$ cat src/bos_pkg.sv
// package: opcodes, timing and carrier types for the block output sequencer
package bos_pkg;
  localparam logic [7:0] PREFIX_OP = 8'hED;
  localparam logic [7:0] BASE_OP = 8'hA3;
  localparam logic [7:0] OP_MASK = 8'hE7;
  localparam int REPEAT_BIT = 4;
  localparam int DEC_BIT = 3;
  localparam logic [15:0] PC_REWIND = 16'h0002;
  localparam logic [7:0] COUNT_ONE = 8'h01;
  localparam logic [15:0] PTR_ONE = 16'h0001;
  // clock states per machine cycle of one iteration
  localparam logic [2:0] T_M1 = 3'h4;
  localparam logic [2:0] T_M2 = 3'h5;
  localparam logic [2:0] T_M3 = 3'h3;
  localparam logic [2:0] T_M4 = 3'h4;
  localparam logic [2:0] T_M5 = 3'h5;

  typedef struct packed {
    logic [15:0] addr;
    logic [7:0] dout;
    logic mem_rd;
    logic io_wr;
    logic refresh;
  } bus_req_t;

  typedef struct packed {
    logic zero;
    logic subtract;
  } flag_upd_t;
endpackage

$ cat src/bos_state_timer.sv
// state-count timer: counts clock states inside one machine cycle
`timescale 1ns/1ps
module bos_state_timer (
  input wire logic sys_clk,
  input wire logic resetn,
  input wire logic start,
  input wire logic [2:0] length,
  output logic last
);
  logic [2:0] cnt_q;
  logic run_q;

  assign last = run_q && (cnt_q == 3'h1);

  always_ff @(posedge sys_clk or negedge resetn) begin
    if (!resetn) begin
      cnt_q <= 3'h0;
      run_q <= 1'b0;
    end else if (start) begin
      // start lands one state late; length must be at least two
      cnt_q <= length - 3'h1;
      run_q <= 1'b1;
    end else if (run_q) begin
      cnt_q <= cnt_q - 3'h1;
      if (cnt_q == 3'h1) begin
        run_q <= 1'b0;
      end
    end
  end
endmodule

$ cat src/block_output_sequencer.sv
// block output sequencer: memory-to-port byte transfer instructions
`timescale 1ns/1ps
// How it works
// - read memory at pointer, hold byte
// - decrement count before write; port on low address
// - decremented count drives upper address byte
// - port number picks one of 256 ports
// - held byte driven in I/O write cycle
// - incrementing forms bump pointer after write
// - decrementing step form lowers pointer last
// - repeat with nonzero count rewinds counter by two
// - repeat ends when count reaches zero
// - repeat: interrupt window; four-state refresh only while count is nonzero
// - zero starting count transfers 256 bytes
// - zero flag from count; subtract set
// - repeat iteration 21 states, last 16
// - single step takes 16 states (4,5,3,4)
module block_output_sequencer (
  input wire logic sys_clk,
  input wire logic resetn,
  input wire logic prefix_valid,
  input wire logic [7:0] prefix_byte,
  input wire logic [7:0] opcode,
  input wire logic [15:0] memory_pointer_pair_in,
  input wire logic [7:0] byte_count_in,
  input wire logic [7:0] port_select,
  input wire logic [15:0] program_counter_in,
  input wire logic [7:0] mem_data,
  output logic busy,
  output logic done,
  output logic int_window,
  output bos_pkg::bus_req_t bus_q,
  output logic [15:0] memory_pointer_pair,
  output logic [7:0] byte_count,
  output logic [15:0] program_counter,
  output bos_pkg::flag_upd_t flags_q,
  output logic flags_valid
);
  typedef enum {IDLE, PREFIX_FETCH, OPCODE_FETCH, MEM_RD, IO_WR,
                REPEAT_TAIL} state_t;
  state_t state_q;
  logic repeat_q, dec_q;
  logic [7:0] hold_q;
  logic start_q;
  logic [2:0] len;
  logic last;
  logic is_block_out;

  function automatic logic [15:0] step_ptr(input logic [15:0] p,
                                           input logic down);
    step_ptr = down ? p - bos_pkg::PTR_ONE : p + bos_pkg::PTR_ONE;
  endfunction

  // repeat forms go round again while the decremented count is nonzero
  function automatic logic more_left(input logic rep,
                                     input logic [7:0] count);
    more_left = rep && (count != 8'h00);
  endfunction

  assign is_block_out = prefix_valid
    && (prefix_byte == bos_pkg::PREFIX_OP)
    && ((opcode & bos_pkg::OP_MASK) == bos_pkg::BASE_OP);

  always_comb begin
    case (state_q)
      PREFIX_FETCH: len = bos_pkg::T_M1;
      OPCODE_FETCH: len = bos_pkg::T_M2;
      MEM_RD: len = bos_pkg::T_M3;
      IO_WR: len = bos_pkg::T_M4;
      REPEAT_TAIL: len = bos_pkg::T_M5;
      default: len = bos_pkg::T_M1;
    endcase
  end

  // one timer run per machine cycle, each no longer than five states
  bos_state_timer u_timer (
    .sys_clk(sys_clk),
    .resetn(resetn),
    .start(start_q),
    .length(len),
    .last(last)
  );

  assign busy = (state_q != IDLE);

  // sequence: 4+5 fetch, 3 read, 4 write, optional 5 tail
  always_ff @(posedge sys_clk or negedge resetn) begin
    if (!resetn) begin
      state_q <= IDLE;
      start_q <= 1'b0;
      repeat_q <= 1'b0;
      dec_q <= 1'b0;
      done <= 1'b0;
    end else begin
      start_q <= 1'b0;
      done <= 1'b0;
      case (state_q)
        IDLE: if (is_block_out) begin
          repeat_q <= opcode[bos_pkg::REPEAT_BIT];
          dec_q <= opcode[bos_pkg::DEC_BIT];
          state_q <= PREFIX_FETCH;
          start_q <= 1'b1;
        end
        PREFIX_FETCH: if (last) begin
          state_q <= OPCODE_FETCH;
          start_q <= 1'b1;
        end
        OPCODE_FETCH: if (last) begin
          state_q <= MEM_RD;
          start_q <= 1'b1;
        end
        MEM_RD: if (last) begin
          state_q <= IO_WR;
          start_q <= 1'b1;
        end
        IO_WR: if (last) begin
          if (more_left(repeat_q, byte_count)) begin
            state_q <= REPEAT_TAIL;
            start_q <= 1'b1;
          end else begin
            state_q <= IDLE;
            done <= 1'b1;
          end
        end
        REPEAT_TAIL: if (last) begin
          state_q <= IDLE;
          done <= 1'b1;
        end
        default: state_q <= IDLE;
      endcase
    end
  end

  // pointer: loaded at start, stepped once the port write is over
  always_ff @(posedge sys_clk or negedge resetn) begin
    if (!resetn) begin
      memory_pointer_pair <= 16'h0000;
    end else if (state_q == IDLE && is_block_out) begin
      memory_pointer_pair <= memory_pointer_pair_in;
    end else if (state_q == IO_WR && last) begin
      memory_pointer_pair <= step_ptr(memory_pointer_pair, dec_q);
    end
  end

  // byte count: 8-bit wrap makes a zero start give 256 transfers
  always_ff @(posedge sys_clk or negedge resetn) begin
    if (!resetn) begin
      byte_count <= 8'h00;
    end else if (state_q == IDLE && is_block_out) begin
      byte_count <= byte_count_in;
    end else if (state_q == MEM_RD && last) begin
      byte_count <= byte_count - bos_pkg::COUNT_ONE;
    end
  end

  // program counter: rewound so the same instruction runs again
  always_ff @(posedge sys_clk or negedge resetn) begin
    if (!resetn) begin
      program_counter <= 16'h0000;
    end else if (state_q == IDLE && is_block_out) begin
      program_counter <= program_counter_in;
    end else if (state_q == IO_WR && last
                 && more_left(repeat_q, byte_count)) begin
      program_counter <= program_counter - bos_pkg::PC_REWIND;
    end
  end

  // memory byte, held until the port write has used it
  always_ff @(posedge sys_clk or negedge resetn) begin
    if (!resetn) begin
      hold_q <= 8'h00;
    end else if (state_q == MEM_RD && last) begin
      hold_q <= mem_data;
    end
  end

  // bus cycles seen by memory and the peripheral
  always_ff @(posedge sys_clk or negedge resetn) begin
    if (!resetn) begin
      bus_q <= '0;
    end else begin
      bus_q.mem_rd <= 1'b0;
      bus_q.io_wr <= 1'b0;
      bus_q.refresh <= 1'b0;
      if (state_q == MEM_RD && !last) begin
        bus_q.addr <= memory_pointer_pair;
        bus_q.mem_rd <= 1'b1;
      end else if (state_q == IO_WR && !last) begin
        bus_q.addr <= {byte_count, port_select};
        bus_q.dout <= hold_q;
        bus_q.io_wr <= 1'b1;
      end else if (state_q == REPEAT_TAIL && !last) begin
        // refresh is held for the last four of the 5 tail states
        bus_q.refresh <= 1'b1;
      end
    end
  end

  // interrupts are sampled once per finished byte transfer of the repeat forms only
  assign int_window = done && repeat_q;

  always_ff @(posedge sys_clk or negedge resetn) begin
    if (!resetn) begin
      flags_q <= '0;
      flags_valid <= 1'b0;
    end else begin
      flags_valid <= 1'b0;
      if (state_q == IO_WR && last) begin
        // repeat forms end only at zero, so zero is set then too
        flags_q.zero <= (byte_count == 8'h00);
        flags_q.subtract <= 1'b1;
        flags_valid <= 1'b1;
      end
    end
  end
endmodule

$ cat config.mk
export PLATFORM = sky130hd
export DESIGN_NAME = block_output_sequencer
export DESIGN_NICKNAME = d
export VERILOG_FILES = /design/src/bos_pkg.sv /design/src/bos_state_timer.sv /design/src/block_output_sequencer.sv
export SDC_FILE = /design/constraint.sdc
export NUM_CORES = 1
export LEC_CHECK = 0
export BUFFER_PORTS_ARGS = -buffer_cell sky130_fd_sc_hd__clkbuf_2
export CORE_ASPECT_RATIO = 0.7
export CORE_MARGIN = 1.5
export CORE_UTILIZATION = 45
export CTS_CLUSTER_DIAMETER = 40
export DETAILED_ROUTE_END_ITERATION = 8
export HOLD_SLACK_MARGIN = 0.12
export PLACE_DENSITY_LB_ADDON = 0.3
export SLEW_MARGIN = 0
export SYNTH_ARGS = -nofsm -noshare
export SYNTH_HDL_FRONTEND = slang
export SYNTH_SLANG_ARGS = --single-unit
$ cat constraint.sdc
create_clock -name sys_clk -period 2.3 [get_ports sys_clk]
set_input_delay 0.46 -clock sys_clk [delete_from_list [all_inputs] [get_ports sys_clk]]
set_output_delay 0.46 -clock sys_clk [all_outputs]
set_load 0.01 [all_outputs]
==> flow_metrics.env <==
export IMPL_worstSkewPairLatency_ns=0.34
export IMPL_cp_common_cell="buf_4"
export IMPL_crit_path_start_kind="register"
export IMPL_drtIter0Drc=252
export IMPL_synth_top_family_by_area="simple AND/OR/NAND/NOR gates"
export IMPL_synthFlopType="dfrtp_1"
export IMPL_r2r_start="dec_q"
export IMPL_drcViolationCount=0
export IMPL_io_pins=148
export IMPL_fp_dieH_um=90.4
export IMPL_place_gp_congestion=0.944
export IMPL_multiInputGateArea_mm2=0.00261
export IMPL_final_max_slew_viol_count=0
export IMPL_area_delta_synth_final_pct=33.9
export IMPL_regArea_mm2=0.00223
export IMPL_tns_ns=0
export IMPL_cpMaxStageDelayCell="or4_4"
export IMPL_p_int_mw=2.57
export IMPL_antenna_found_initial=0
export IMPL_clockBufferDepth=2
export IMPL_rows=31
export IMPL_drt_total_wl_um=14300
export IMPL_ant_nets=0
export IMPL_cts_root_buf="clkbuf_16"
export IMPL_via_per_inst=5.41
export IMPL_portBuffers=147
export IMPL_ys_ff_latch=89
export IMPL_r2r_cells=9
export IMPL_leakage_nw=3.20
export IMPL_synth_area_mux_share=0.0352
export IMPL_path_max_fanout=6
export IMPL_hp_class="in -> reg"
export IMPL_ys_seq_area_frac=0.454
export IMPL_worstSetupEndpointType="register"
export IMPL_power_frac_seq=0.489
export IMPL_nNetsFinal=821
export IMPL_die_w_um=128
export IMPL_yosys_warnings=0
export IMPL_grt_max_degree=42
export IMPL_synthesis_nets=631
export IMPL_cp_cell_sequence="buf_4 > ha_4 > a21o_1 > a221oi_2 > buf_4 > or4_4 > o311ai_2 > xnor2_1 > o21ai_1"
export IMPL_htreeDepth=3
export IMPL_ir_drop_v=0.000444
export IMPL_synth_avg_cell_area_um2=9.16
export IMPL_dieArea_mm2=0.0116
export IMPL_synth_commonest_cells="125 x nand2_1, 89 x dfrtp_1, 51 x o21ai_0"
export IMPL_powerDensity_mw_per_mm2=498
export IMPL_dpl_hpwl_um=10600
export IMPL_min_path_cells=3
export IMPL_synth_area_mm2=0.00491
export IMPL_grt_pass1_wl_um=22600
export IMPL_synth_fa_ha_area_frac=0.0525
export IMPL_synth_cell_types=61
export IMPL_whs_ns=0.316
export IMPL_synth_top_area_frac=0.454
export IMPL_rsz0062_at_grt="yes"
export IMPL_synth_compound_area_share=0.158
export IMPL_synth_edff_count=0
export IMPL_r2r_setup_slack_ns=0.04
export IMPL_yosysMostFrequentCell="nand2_1"
export IMPL_setup_viol=0
export IMPL_hold_end="program_counter[0]"
export IMPL_firstDrtPassIters=5
export IMPL_max_slew_worst_pin_slew_ns=0.454
export IMPL_nFillCells=909
export IMPL_crit_type="reg -> reg"
export IMPL_clock_fmax_ghz=0.442
export IMPL_max_stage_delay_ns=0.53
export IMPL_slew_limit_headroom=0.698
export IMPL_synth_area_leader_cell="dfrtp_1"
export IMPL_synthArstFlopShare=1.00
export IMPL_synthXorXnorAreaFrac=0.0535
export IMPL_cap_violations=0
export IMPL_combPwrFrac=0.050
export IMPL_swShare=0.216
export IMPL_min_from="program_counter_in[0]"
export IMPL_required_ns=2.52
export IMPL_status="completed"
export IMPL_netlist_instances=536
export IMPL_dp_cells=841
export IMPL_vias=4660
export IMPL_wl_per_cell_um=16.6
export IMPL_crit_arrival_ns=2.49
export IMPL_clock_skew_ns=0.00788
export IMPL_power_switching_uw=709
export IMPL_clkTransAtPathRegs_ns=0.07
export IMPL_clkPwrFrac=0.461
export IMPL_cts_buffers_inserted=9
export IMPL_fin_crit_sh=0.984
export IMPL_instances_no_fill=862
export IMPL_initial_utilization=0.469
export IMPL_overflow=0
export IMPL_n_antenna_cell=0
export IMPL_grt_pass1_vias=4487
export IMPL_cts_tree="done"
export IMPL_layout_drive_gt1_share=0.349
export IMPL_grtUsageTotal=0.246
export IMPL_cts_sinks=89
export IMPL_coreArea_mm2=0.0105
export IMPL_synth_simple_area_share=0.207
export IMPL_finalHoldViolCount=0
export IMPL_fin_crit_ns=2.26
export IMPL_r2r_end="memory_pointer_pair[14]"
export IMPL_yosys_top_cells_area="dfrtp_1 45%, nand2_1 9.6%, o21ai_0 5.2%"
[power groups by stage]
stage	registers, mW	clock network [mW]	logic, mW
global route	1.60	1.59	0.184
CTS	1.60	1.53	0.166
finish	1.60	1.51	0.163
detailed placement	1.63	0	0.163
global placement	1.63	0	0.161
floorplan	1.64	0	0.0297
[cells in the final DEF (no fill, tap or decap), types with 7 or more instances in the layout]
cell,n
a21o_1,7
a21oi_1,22
buf_4,54
clkbuf_16,9
clkbuf_2,146
dfrtp_1,88
ha_1,14
inv_1,11
mux2i_1,15
nand2_1,125
nand3_1,13
nor2_1,24
o211ai_1,7
o21ai_0,50
xnor2_1,15
xor2_1,15
[state kept, by name, indices dropped and copies added (netlist names), 2 cells and up]
register	count
program_counter	16
hold_q	8
flags_q	2
u_timer.cnt_q	3
bus_q	27
state_q	3
memory_pointer_pair	16
byte_count	8
[what timing repair did]
action / CTS / global route
hold endpoints to repair: 31 / 0
endpoints found under the setup margin: 0 / 9
gates resized for setup: 0 / 26
setup buffers: 0 / 5
hold buffers: 1 / 0
[metal layers]
metal	wire (um)	GRT usage	vias up
met5	0	0	-
met4	138	0.0449	0
met3	900	0.0539	15
met2	6310	0.377	156
met1	6960	0.360	2239
li1	-	-	2250
[worst max-delay path, delay by kind of cell, from the launching register on]
kind / cells / cell delay [ns]
simple gates: 1 / 0.53
flops: 1 / 0.47
compound gates: 4 / 0.37
buf+inv: 2 / 0.33
fa+ha+maj: 1 / 0.28
xor+xnor: 1 / 0.15
[metrics by stage]
stage	power [mW]	area [um2]	setup WS, ns	utilization
2_1_floorplan	1.67	4920	0.132	-
3_3_place_gp	1.79	6100	0.111	0.583
3_5_place_dp	1.79	6100	0.0575	0.583
4_1_cts	3.30	6420	0.0434	0.613
5_1_grt	3.38	6570	-0.0630	0.628
6_report	3.27	6570	0.0368	0.628
[cell families after synthesis]
| family | count (synthesis) |
|---|---|
| AND/OR/NAND/NOR | 217 |
| XOR/XNOR | 30 |
| adder cells (fa/ha/maj) | 20 |
| buffers and inverters | 38 |
| multiplexers | 17 |
| flip-flops | 89 |
| AO/OA/AOI/OAI | 125 |
[area by class of cell]
type	instances	share of cell area
Clock buffer	11	0.0384
Clock inverter	4	0.00799
Inverter	12	0.00685
Multi-Input combinational cell	409	0.397
Sequential cell	89	0.339
Tap cell	132	0.0251
Timing Repair Buffer	205	0.185
[worst max-delay path by stage]
stage                                         end  cells after the start  startpoint
after floorplan           memory_pointer_pair[12]                      7       dec_q
after global placement    memory_pointer_pair[14]                      7       dec_q
after detailed placement  memory_pointer_pair[12]                      8       dec_q
after CTS                 memory_pointer_pair[12]                      8       dec_q
after global routing      memory_pointer_pair[15]                     10       dec_q
final                     memory_pointer_pair[14]                      9       dec_q
No activity file was read; power rests on OpenSTA's default activity.
